$ cat src/pkg/conv_pkg.sv
package conv_pkg;
   localparam int RESULT_BITS     = 12;
   localparam int HI_NIBBLE_LSB   = 8;
   localparam int MID_NIBBLE_LSB  = 4;
   localparam int NIBBLE_BITS     = 4;
   localparam int CLK_PERIOD_NS   = 10;
   localparam int CONV_TIME_NS    = 2700;
   localparam int CONV_CYCLES     = CONV_TIME_NS / CLK_PERIOD_NS;
   localparam int STEP_CYCLES     = CONV_CYCLES / RESULT_BITS;
   localparam int MIN_LOW_NS      = 40;
   localparam int MIN_LOW_CYCLES  = (MIN_LOW_NS + CLK_PERIOD_NS - 1) / CLK_PERIOD_NS;
   localparam logic [11:0] RESULT_RESET = 12'h000;
   localparam logic [11:0] MSB_TRIAL    = 12'h800;

   typedef enum logic [1:0] {
      SEQ_IDLE   = 2'b00,
      SEQ_STEP   = 2'b01,
      SEQ_LATCH  = 2'b11
   } seq_state_e;
endpackage

$ cat src/pkg/sar_if.sv
`timescale 1ns/1ns
interface sar_if;
   logic        start;
   logic        done;
   logic        comp_in;
   logic [11:0] trial;
   logic [11:0] result;
   modport ctrl (output start, input done, input result, output comp_in, input trial);
   modport seq  (input start, output done, output result, input comp_in, output trial);
endinterface

$ cat src/logic/sar_sequencer.sv
`timescale 1ns/1ns
module sar_sequencer
   import conv_pkg::*;
#(
   parameter int STEP_CYC = STEP_CYCLES
) (
   input  wire logic clk,
   input  wire logic rst_b,
   sar_if.seq        bus
);
   seq_state_e  state_reg, state_next;
   logic [11:0] trial_reg, trial_next;
   logic [11:0] bit_reg, bit_next;
   logic [15:0] cnt_reg, cnt_next;
   logic [11:0] res_reg, res_next;
   logic        done_reg, done_next;

   always_comb begin
      state_next = state_reg;
      trial_next = trial_reg;
      bit_next   = bit_reg;
      cnt_next   = cnt_reg;
      res_next   = res_reg;
      done_next  = 1'b0;
      unique case (state_reg)
         SEQ_IDLE: begin
            if (bus.start) begin
               trial_next = MSB_TRIAL;
               bit_next   = MSB_TRIAL;
               cnt_next   = 16'h0000;
               state_next = SEQ_STEP;
            end
         end
         SEQ_STEP: begin
            // One bit decided per fixed step
            if (cnt_reg == 16'(STEP_CYC - 1)) begin
               cnt_next = 16'h0000;
               if (!bus.comp_in)
                  trial_next = trial_reg & ~bit_reg;
               if (bit_reg[0])
                  state_next = SEQ_LATCH;
               else
                  trial_next = (bus.comp_in ? trial_reg : trial_reg & ~bit_reg) | (bit_reg >> 1);
               bit_next = bit_reg >> 1;
            end else begin
               cnt_next = cnt_reg + 16'h0001;
            end
         end
         SEQ_LATCH: begin
            res_next   = trial_reg;
            done_next  = 1'b1;
            state_next = SEQ_IDLE;
         end
         default: state_next = SEQ_IDLE;
      endcase
   end

   always_ff @(posedge clk or negedge rst_b) begin
      if (!rst_b) begin
         state_reg <= SEQ_IDLE;
         trial_reg <= RESULT_RESET;
         bit_reg   <= RESULT_RESET;
         cnt_reg   <= 16'h0000;
         res_reg   <= RESULT_RESET;
         done_reg  <= 1'b0;
      end else begin
         state_reg <= state_next;
         trial_reg <= trial_next;
         bit_reg   <= bit_next;
         cnt_reg   <= cnt_next;
         res_reg   <= res_next;
         done_reg  <= done_next;
      end
   end

   assign bus.trial  = trial_reg;
   assign bus.result = res_reg;
   assign bus.done   = done_reg;
endmodule // sar_sequencer

$ cat src/logic/sar_adc_host_interface.sv
`timescale 1ns/1ns
// Function
// - With byte select low all twelve result bits appear on the data lines together.
// - Lines for bits 7..4 carry those bits with byte select low and are driven low when high.
// - Lines for bits 3..0 carry bits 3..0 with byte select low and bits 11..8 when high.
// - With byte select low line 11 is the result MSB and line 0 the LSB, bits 11..8 on their own lines.
// - A falling read/convert edge starts a conversion only with select low, byte select low, busy high.
// - With chip select high every data line floats.
// - Busy is low for the whole conversion and high otherwise.
// - The result is valid at the rising edge of busy.
// - During conversion start pulses are ignored and data lines float.
// - Data drivers are on only while read/convert and busy are high, with chip select low.
// - Busy rises only after the result sits in the output latches.
module sar_adc_host_interface
   import conv_pkg::*;
#(
   parameter int STEP_CYC = STEP_CYCLES
) (
   input  wire logic                   clk,
   input  wire logic                   rst_b,
   input  wire logic                   chip_select_b,
   input  wire logic                   read_convert,
   input  wire logic                   byte_select_high,
   input  wire logic                   comparator_in,
   output logic      [RESULT_BITS-1:0] data_out,
   output logic      [RESULT_BITS-1:0] data_oe,
   output logic                        busy_b,
   output logic      [RESULT_BITS-1:0] dac_trial,
   output logic                        sample_hold
);
   sar_if sif ();

   // Pin synchronisers
   logic [2:0] cs_sync1_reg, cs_sync2_reg;
   logic [2:0] sync_next;
   logic       rc_prev_reg;
   logic       comp_s1_reg, comp_s2_reg;

   always_comb begin
      sync_next = {chip_select_b, read_convert, byte_select_high};
   end

   // Read/convert resets low so a pin held low at release gives no false start
   always_ff @(posedge clk or negedge rst_b) begin
      if (!rst_b) begin
         cs_sync1_reg <= 3'h5;
         cs_sync2_reg <= 3'h5;
         rc_prev_reg  <= 1'b0;
         comp_s1_reg  <= 1'b0;
         comp_s2_reg  <= 1'b0;
      end else begin
         cs_sync1_reg <= sync_next;
         cs_sync2_reg <= cs_sync1_reg;
         rc_prev_reg  <= cs_sync2_reg[1];
         comp_s1_reg  <= comparator_in;
         comp_s2_reg  <= comp_s1_reg;
      end
   end

   logic cs_b_s, rc_s, hbe_s;
   assign cs_b_s = cs_sync2_reg[2];
   assign rc_s   = cs_sync2_reg[1];
   assign hbe_s  = cs_sync2_reg[0];

   // Output and control state
   logic                   busy_b_reg, busy_b_next;
   logic                   start_reg, start_next;
   logic [RESULT_BITS-1:0] dout_reg, dout_next;
   logic [RESULT_BITS-1:0] oe_reg, oe_next;
   logic                   hold_reg, hold_next;
   logic                   fall;

   assign fall = rc_prev_reg & ~rc_s;

   always_comb begin
      busy_b_next = busy_b_reg;
      start_next  = 1'b0;
      hold_next   = hold_reg;
      // Start qualified by all three pin conditions
      if (fall && !cs_b_s && !hbe_s && busy_b_reg && !start_reg) begin
         start_next  = 1'b1;
         busy_b_next = 1'b0;
         hold_next   = 1'b1;
      end
      // Busy released one cycle after result latched
      if (sif.done) begin
         busy_b_next = 1'b1;
         hold_next   = 1'b0;
      end
      dout_next = sif.result;
      if (hbe_s) begin
         dout_next[HI_NIBBLE_LSB-1 -: NIBBLE_BITS] = '0;
         dout_next[MID_NIBBLE_LSB-1 -: NIBBLE_BITS] =
            sif.result[RESULT_BITS-1 -: NIBBLE_BITS];
      end
      // Drivers on only when selected, reading and idle
      oe_next = '0;
      if (!cs_b_s && rc_s && busy_b_next) begin
         oe_next = '1;
         if (hbe_s)
            oe_next[RESULT_BITS-1 -: NIBBLE_BITS] = '0;
      end
   end

   always_ff @(posedge clk or negedge rst_b) begin
      if (!rst_b) begin
         busy_b_reg <= 1'b1;
         start_reg  <= 1'b0;
         dout_reg   <= RESULT_RESET;
         oe_reg     <= '0;
         hold_reg   <= 1'b0;
      end else begin
         busy_b_reg <= busy_b_next;
         start_reg  <= start_next;
         dout_reg   <= dout_next;
         oe_reg     <= oe_next;
         hold_reg   <= hold_next;
      end
   end

   assign sif.start   = start_reg;
   assign sif.comp_in = comp_s2_reg;

   sar_sequencer #(
      .STEP_CYC (STEP_CYC)
   ) u_seq (
      .clk   (clk),
      .rst_b (rst_b),
      .bus   (sif.seq)
   );

   logic [RESULT_BITS-1:0] trial_reg;
   always_ff @(posedge clk or negedge rst_b) begin
      if (!rst_b)
         trial_reg <= RESULT_RESET;
      else
         trial_reg <= sif.trial;
   end

   assign data_out    = dout_reg;
   assign data_oe     = oe_reg;
   assign busy_b      = busy_b_reg;
   assign dac_trial   = trial_reg;
   assign sample_hold = hold_reg;
endmodule // sar_adc_host_interface

$ cat config.mk
export PLATFORM = sky130hd
export DESIGN_NAME = sar_adc_host_interface
export DESIGN_NICKNAME = d
export VERILOG_FILES = /design/src/pkg/conv_pkg.sv /design/src/pkg/sar_if.sv /design/src/logic/sar_sequencer.sv /design/src/logic/sar_adc_host_interface.sv
export SDC_FILE = /design/constraint.sdc
export NUM_CORES = 1
export LEC_CHECK = 0
export ABC_CLOCK_PERIOD_IN_PS = 3480
export BUFFER_PORTS_ARGS = -buffer_cell sky130_fd_sc_hd__buf_4
export CORE_MARGIN = 2
export CORE_UTILIZATION = 45
export CTS_CLUSTER_DIAMETER = 100
export DETAILED_ROUTE_END_ITERATION = 12
export GPL_TIMING_DRIVEN = 1
export HOLD_SLACK_MARGIN = 0.12
export SLEW_MARGIN = 20
export SYNTH_ARGS = -nofsm -noshare
export SYNTH_HDL_FRONTEND = slang
export SYNTH_SLANG_ARGS = --single-unit
$ cat constraint.sdc
create_clock -name clk -period 3.48 [get_ports clk]
set_clock_uncertainty 0.2 [all_clocks]
set_input_delay 0.348 -clock clk [delete_from_list [all_inputs] [get_ports clk]]
set_output_delay 0.348 -clock clk [all_outputs]
set_load 0.01 [all_outputs]
==> results.md, run 1 <==
* Synth area leader: dfrtp_1
* Setup crit start kind: flip-flop
* Die Width at 95.6 um
* Area delta synth->final at 15.4%
* Arrival time worst endpoint at 2.31 ns
* Initial antenna violation count at 0
* Yosys reg bits at 93
* Num rows at 33
* RSZ-0062 raised after global routing: no
* Final Max Tran Viols at 0
* Worst-skew pair later-pin latency at 0.36 ns
* # IOs at 44
* Ys Warns at 0
* Reg-to-reg endpoint: u_seq.bit_reg[4]$_DFFE_PN0P_
* Setup CP Type: reg2reg
* Die Y at 95.6 um
* Worst slew pin tran at 0.816 ns
* Max-Cap Viols at 0
* DR pass1 iterations at 4
* Fmax at 434 MHz
* Status: finished clean
* Main combinational cell family by area after synthesis: compound AO/OA/AOI/OAI gates
* Cells after synthesis at 307
* Routed WL at 6980 um
* Vias post-DR at 2,445
* Number of synthesized flops with an enable pin at 0
* ANT nets after route at 0
* Multiplexer share of the synthesized area at 4.77%
* Top cell type's share of synthesized area at 58.4%
* Launch point of the worst path: u_seq.state_reg[1]$_DFFE_PN0P_
* Worst path required time at 3.48 ns
* Post-DR wirelength/cell at 15.3 um
* Syn_nets at 315
* Post-Place Worst Slack at 1.17 ns
* Power Dens Cells at 418 mW/mm2
* Clk pin slew, worst setup/hold paths at 0.09 ns
* Setup Viol. Count Final at 0
* Syn Area/Cell at 12.3 um2
* Crit path max fanout at 15
* Die ar. at 0.00913 mm2
* Clock buffer depth at 2
* DR DRC count at 0
* Share of layout cells above drive strength 1 at 26.0%
* Slew HR at 45.6%
* Via density at 5.37
* H-tree depth at 3
* Synth Flop Type: dfrtp_1
* Grt total ovfl at 0
* Port buffer count at 43
* Synthesized area at 0.00377 mm2
* Diode count at 0
* Worst Slack Setup Final at 1.18 ns
* Hpwl dp at 4400 um
* Worst setup path endpoint: u_seq.bit_reg[4]$_DFFE_PN0P_
* Clk root buf: clkbuf_8
* Flop2flop setup slack at 1.18 ns
* Max reg flops at 16
* Unique masters post-synth at 48
* Largest net degree at the start of global routing at 94
* Setup TNS at 0 ns
* Area share of xor/xnor cells in the synthesized design at 0.696%
* Most frequent cells in the layout: 88 x dfrtp_1, 46 x buf_4, 24 x o21ai_0, 21 x nand2_1
* CTS tree: built
* Total CTS buffers at 9
* Tmin final at 2.30 ns
* Leakage at 2.21 nW
* VDD IR-drop max at 0.165 mV
* First-pass GRT wire length at 11,900 um
* CTS sink cnt at 93
* Top cells by area, synth: dfrtp_1 58%, mux2_2 4.8%, dfstp_2 3.5%
* Reg2reg start: u_seq.state_reg[1]$_DFFE_PN0P_
* Simple-gate share of the synthesized area at 11.4%
* Post-Synth Adder-Cell Area at 0.663%
* Synth Area in Compound Gates at 15.8%
* Number of global-route vias before repair at 2,348
* Initial core utilization at 46.2%
* Most common cell after layout, fill and taps aside: dfrtp_1
* Global-route usage over all layers at 17.0%
* Final period util at 66.2%
* Core area at 0.00818 mm2
* Async SR Flop Fraction at 100%
* DRT iter0 DRCs at 116
* Nets at 353
* Seq/Total Area, Yosys at 61.8%
* CP Capture Type: flip-flop
* Reg2reg path depth at 3
* GP Congestion at 0.758
* Post-CTS Resized at 0
* HP Class: reg2reg
* Final hold vios at 0
## cells by family after synthesis
| family | count (synthesis) |
|---|---|
| buf+inv | 33 |
| simple gates | 71 |
| flops | 93 |
| xor+xnor | 3 |
| compound gates | 89 |
| fa+ha+maj | 2 |
| mux | 16 |
## critical path: stages (launching register included)
cell and delay [ns]:
dfrtp_1 0.44, nand2b_1 0.50, o21ai_1 0.81, o21ai_0 0.20
## stage by stage
step	hold slack [ns]	utilization [%]	power [mW]	std cells	instance area, um2
floorplan	-0.148	-	1.11	307	3770
global placement	0.134	50.2	1.14	434	4110
detailed placement	0.135	50.3	1.14	434	4110
CTS	0.157	53.2	1.84	455	4350
global route	0.166	53.2	1.89	455	4350
finish	0.157	53.2	1.82	455	4350
## area by class of cell
cell class | instances | area (um2)
Fill cell | 713 | 3820
Sequential cell | 93 | 2330
Multi-Input combinational cell | 181 | 1260
Timing Repair Buffer | 52 | 407
Clock buffer | 10 | 138
Tap cell | 105 | 131
Clock inverter | 6 | 53.8
Inverter | 8 | 30.0
## routing by layer
| metal | wire length (um) | vias up | global-route usage [%] |
|---|---|---|---|
| met4 | 119 | 0 | 7.14 |
| met5 | 0 | - | 0 |
| met1 | 3430 | 1207 | 24.1 |
| li1 | - | 1174 | - |
| met3 | 281 | 9 | 3.08 |
| met2 | 3150 | 55 | 25.7 |
## cell usage after synthesis (3+ instances only)
library cell / n
a21o_1: 11
inv_1: 7
nand3_1: 4
nor2_1: 9
o211ai_1: 3
nand2_1: 21
and4_1: 3
nor2b_1: 7
o21ai_0: 24
mux2_2: 16
a31oi_1: 10
nand2b_1: 4
dfstp_2: 5
clkbuf_1: 7
o31a_1: 10
and3_1: 8
xor2_1: 3
buf_4: 12
dfrtp_1: 88
nand4_1: 5
a21oi_1: 16
## how the worst min path moves through the flow
stage	cells past startpoint	end	start
2_1_floorplan	0	comp_s1_reg$_DFF_PN0_	rst_b
3_3_place_gp	0	cs_sync2_reg[1]$_DFF_PN0_	cs_sync1_reg[1]$_DFF_PN0_
3_5_place_dp	0	comp_s2_reg$_DFF_PN0_	comp_s1_reg$_DFF_PN0_
4_1_cts	0	comp_s2_reg$_DFF_PN0_	comp_s1_reg$_DFF_PN0_
5_1_grt	0	cs_sync2_reg[0]$_DFF_PN1_	cs_sync1_reg[0]$_DFF_PN1_
6_report	0	comp_s2_reg$_DFF_PN0_	comp_s1_reg$_DFF_PN0_
## repair_timing
action | CTS | global route
setup buffers | 0 | 0
endpoints found under the hold margin | 92 | 0
hold buffers | 5 | 0
## power by group
part	total, mW	internal (mW)	switching [mW]
clock	0.697	0.292	0.404
combinational	0.0330	0.00947	0.0236
sequential	1.09	1.09	0.00386
total	1.82	1.39	0.432
(Power assumes the default switching activity.)
==> inputs of run 2 (changes only) <==
--- a/config.mk
+++ b/config.mk
@@ -5,7 +5,8 @@
 export SDC_FILE = /design/constraint.sdc
 export NUM_CORES = 1
 export LEC_CHECK = 0
-export ABC_CLOCK_PERIOD_IN_PS = 3480
+export ABC_AREA = 1
+export ABC_CLOCK_PERIOD_IN_PS = 2200
 export BUFFER_PORTS_ARGS = -buffer_cell sky130_fd_sc_hd__buf_4
 export CORE_MARGIN = 2
 export CORE_UTILIZATION = 45
==> constraint.sdc (replaced) <==
create_clock -name clk -period 2.2 [get_ports clk]
set_clock_uncertainty 0.2 [all_clocks]
set_input_delay 0.22 -clock clk [delete_from_list [all_inputs] [get_ports clk]]
set_output_delay 0.22 -clock clk [all_outputs]
set_load 0.01 [all_outputs]
==> run 2 against run 1 <==
- cell area rose by 7.0%
- hold slack got worse by 0.0027 ns
- first-iteration DRC count fell by 23%
- flip-flop and latch count did not move
- combinational power rose by 88%
- global-route usage fell by 0.23 points
- critical path depth rose by 9
- clock-buffer cell count fell by 1
- die area rose by 6.2%
- critical endpoint is now u_seq.bus.trial[8]$_DFFE_PN0P_
- largest cell class unchanged
==> results.md, run 2 <==
* Synth top cells by count: 88 x dfrtp_1, 84 x nand2_1, 42 x inv_1
* DP Cell Count at 544
* Number of synthesized flops with an enable pin at 0
* GP Congestion at 0.840
* Initial core utilization at 46.3%
* Setup crit start kind: flip-flop
* Total power at 3.06 mW
* Die ar. at 0.00970 mm2
* Worst slew pin tran at 0.753 ns
* Area delta synth->final at 16.0%
* Routed WL at 7660 um
* H-tree depth at 3
* DR pass1 iterations at 4
* Unique masters post-synth at 30
* Synthesized area at 0.00402 mm2
* Post-CTS Resized at 0
* Arrival time worst endpoint at 1.98 ns
* CTS tree: built
* Final non-filler cell area at 0.00466 mm2
* Largest net degree at the start of global routing at 51
* Hold slack at 0.154 ns
* Max-Cap Viols at 0
* Synth Flop Type: dfrtp_1
* Number of global-route vias before repair at 2,644
* Final hold vios at 0
* Worst path required time at 2.25 ns
* CP Capture Type: flip-flop
* Hold buffers post-CTS at 6
* VDD IR-drop max at 0.335 mV
* HP Class: reg2reg
* Setup TNS at 0 ns
* Setup CP Type: reg2reg
* Leakage at 2.25 nW
* Clock buffer depth at 2
* Synth area leader: dfrtp_1
* Tmin final at 1.93 ns
* Syn_nets at 419
* ANT nets after route at 0
* Clk root buf: clkbuf_8
* Core area at 0.00868 mm2
* Diode count at 0
* DRT iter0 DRCs at 89
* RSZ-0062 raised after global routing: no
* Reg2reg start: u_seq.cnt_reg[1]$_DFFE_PN0P_
* Ys Warns at 0
* Die Width at 98.5 um
* First-pass GRT wire length at 12,900 um
* Nets at 461
* Post-DR wirelength/cell at 13.5 um
* Port buffer count at 43
* Most frequent cell after synthesis: dfrtp_1
* Clk pin slew, worst setup/hold paths at 0.09 ns
* Seq/Total Area, Yosys at 58.1%
* Fin cells at 566
* Min-delay src: comp_s1_reg$_DFF_PN0_
* Die Y at 98.5 um
* Max reg flops at 16
* Setup Viol. Count Final at 0
* Via density at 4.90
* Most frequent cells in the layout: 88 x dfrtp_1, 84 x nand2_1, 47 x buf_4, 42 x inv_1, 28 x nand2_2
* Status: finished clean
* Final period util at 87.7%
* Final Max Tran Viols at 0
* Top cell type's share of synthesized area at 54.8%
* Fmax at 518 MHz
* Syn Area/Cell at 9.77 um2
* Num rows at 34
* Vias post-DR at 2,775
* Worst-skew pair later-pin latency at 0.36 ns
* Grt total ovfl at 0
* Most common cell after layout, fill and taps aside: dfrtp_1
* Crit path max fanout at 50
* Async SR Flop Fraction at 100%
* DR DRC count at 0
* Flop2flop setup slack at 0.27 ns
* Share of layout cells above drive strength 1 at 29.0%
* Global-route usage over all layers at 16.8%
* Hpwl dp at 5070 um
* Total CTS buffers at 9
* Initial antenna violation count at 0
* Power Dens Cells at 657 mW/mm2
* Setup Buffers After CTS at 0
* Launch point of the worst path: u_seq.cnt_reg[1]$_DFFE_PN0P_
* CTS sink cnt at 93
* Cells after synthesis at 411
* Slew HR at 49.6%
* Post-DP Area at 0.00437 mm2
* Yosys reg bits at 93
* # IOs at 44
* Top cells by area, synth: dfrtp_1 55%, nand2_1 7.9%, o21ai_2 5.0%
==> run 2: cell types whose count changed after synthesis, sizes merged, moves of 16 or more <==
cell   delta
inv      +36
mux2     -16
nand2    +93
nor2     +21
o21ai    +17
==> run 2: layer usage <==
layer	share of wire [%]	global-route usage [%]
met2	45	25.3
met5	0	0
met4	1.1	5.69
met3	3.7	3.62
met1	50	24.3
==> run 2: worst paths after layout <==
| path | endpoint | cells after the start |
|---|---|---|
| max | u_seq.bus.trial[8]$_DFFE_PN0P_ | 12 |
| min | comp_s2_reg$_DFF_PN0_ | 0 |
| max reg2reg | u_seq.bus.trial[8]$_DFFE_PN0P_ | 12 |
| min reg2reg | comp_s2_reg$_DFF_PN0_ | 0 |
| max in group asynchronous | u_seq.bit_reg[2]$_DFFE_PN0P_ | 3 |
| min in group asynchronous | u_seq.cnt_reg[12]$_DFFE_PN0P_ | 3 |
==> run 2: critical path: stages (launching register included) <==
cell	delay [ns]
dfrtp_1	0.42
inv_1	0.09
ha_1	0.15
inv_1	0.04
nor2_1	0.12
nand2_1	0.08
nor2_2	0.09
nand2_2	0.08
nand2_4	0.11
nand2_4	0.06
buf_12	0.20
nand2_2	0.10
o21ai_2	0.05
==> run 2: logic make-up after synthesis <==
group,after synthesis,share of synthesized area [%]
xor+xnor,4,0.872
buf+inv,68,8.47
fa+ha+maj,2,0.623
compound gates,72,12.0
simple gates,172,19.9
flops,93,58.1
==> run 2: power by group <==
group	total, mW	leakage (nW)	switching (mW)	internal, mW
Clock	1.27	0.114	0.622	0.649
Sequential	1.73	1.27	0.00703	1.72
Combinational	0.0619	0.865	0.0411	0.0209
==> run 2: area by class of cell <==
cell class              instances  area, um2
clock inverters                 7       96.3
repair buffers                 55        463
multi-input cells             250       1340
clock buffers                   9        124
well taps                     108        135
flip-flops and latches         93       2330
inverters                      44        165
fillers                       811       4020
==> run 2: per-stage QoR <==
stage	utilization (%)	setup WS, ns
floorplan	-	0.596
finish	53.7	0.270
CTS	53.7	0.256
global route	53.7	0.0986
detailed placement	50.3	0.285
global placement	50.3	0.333
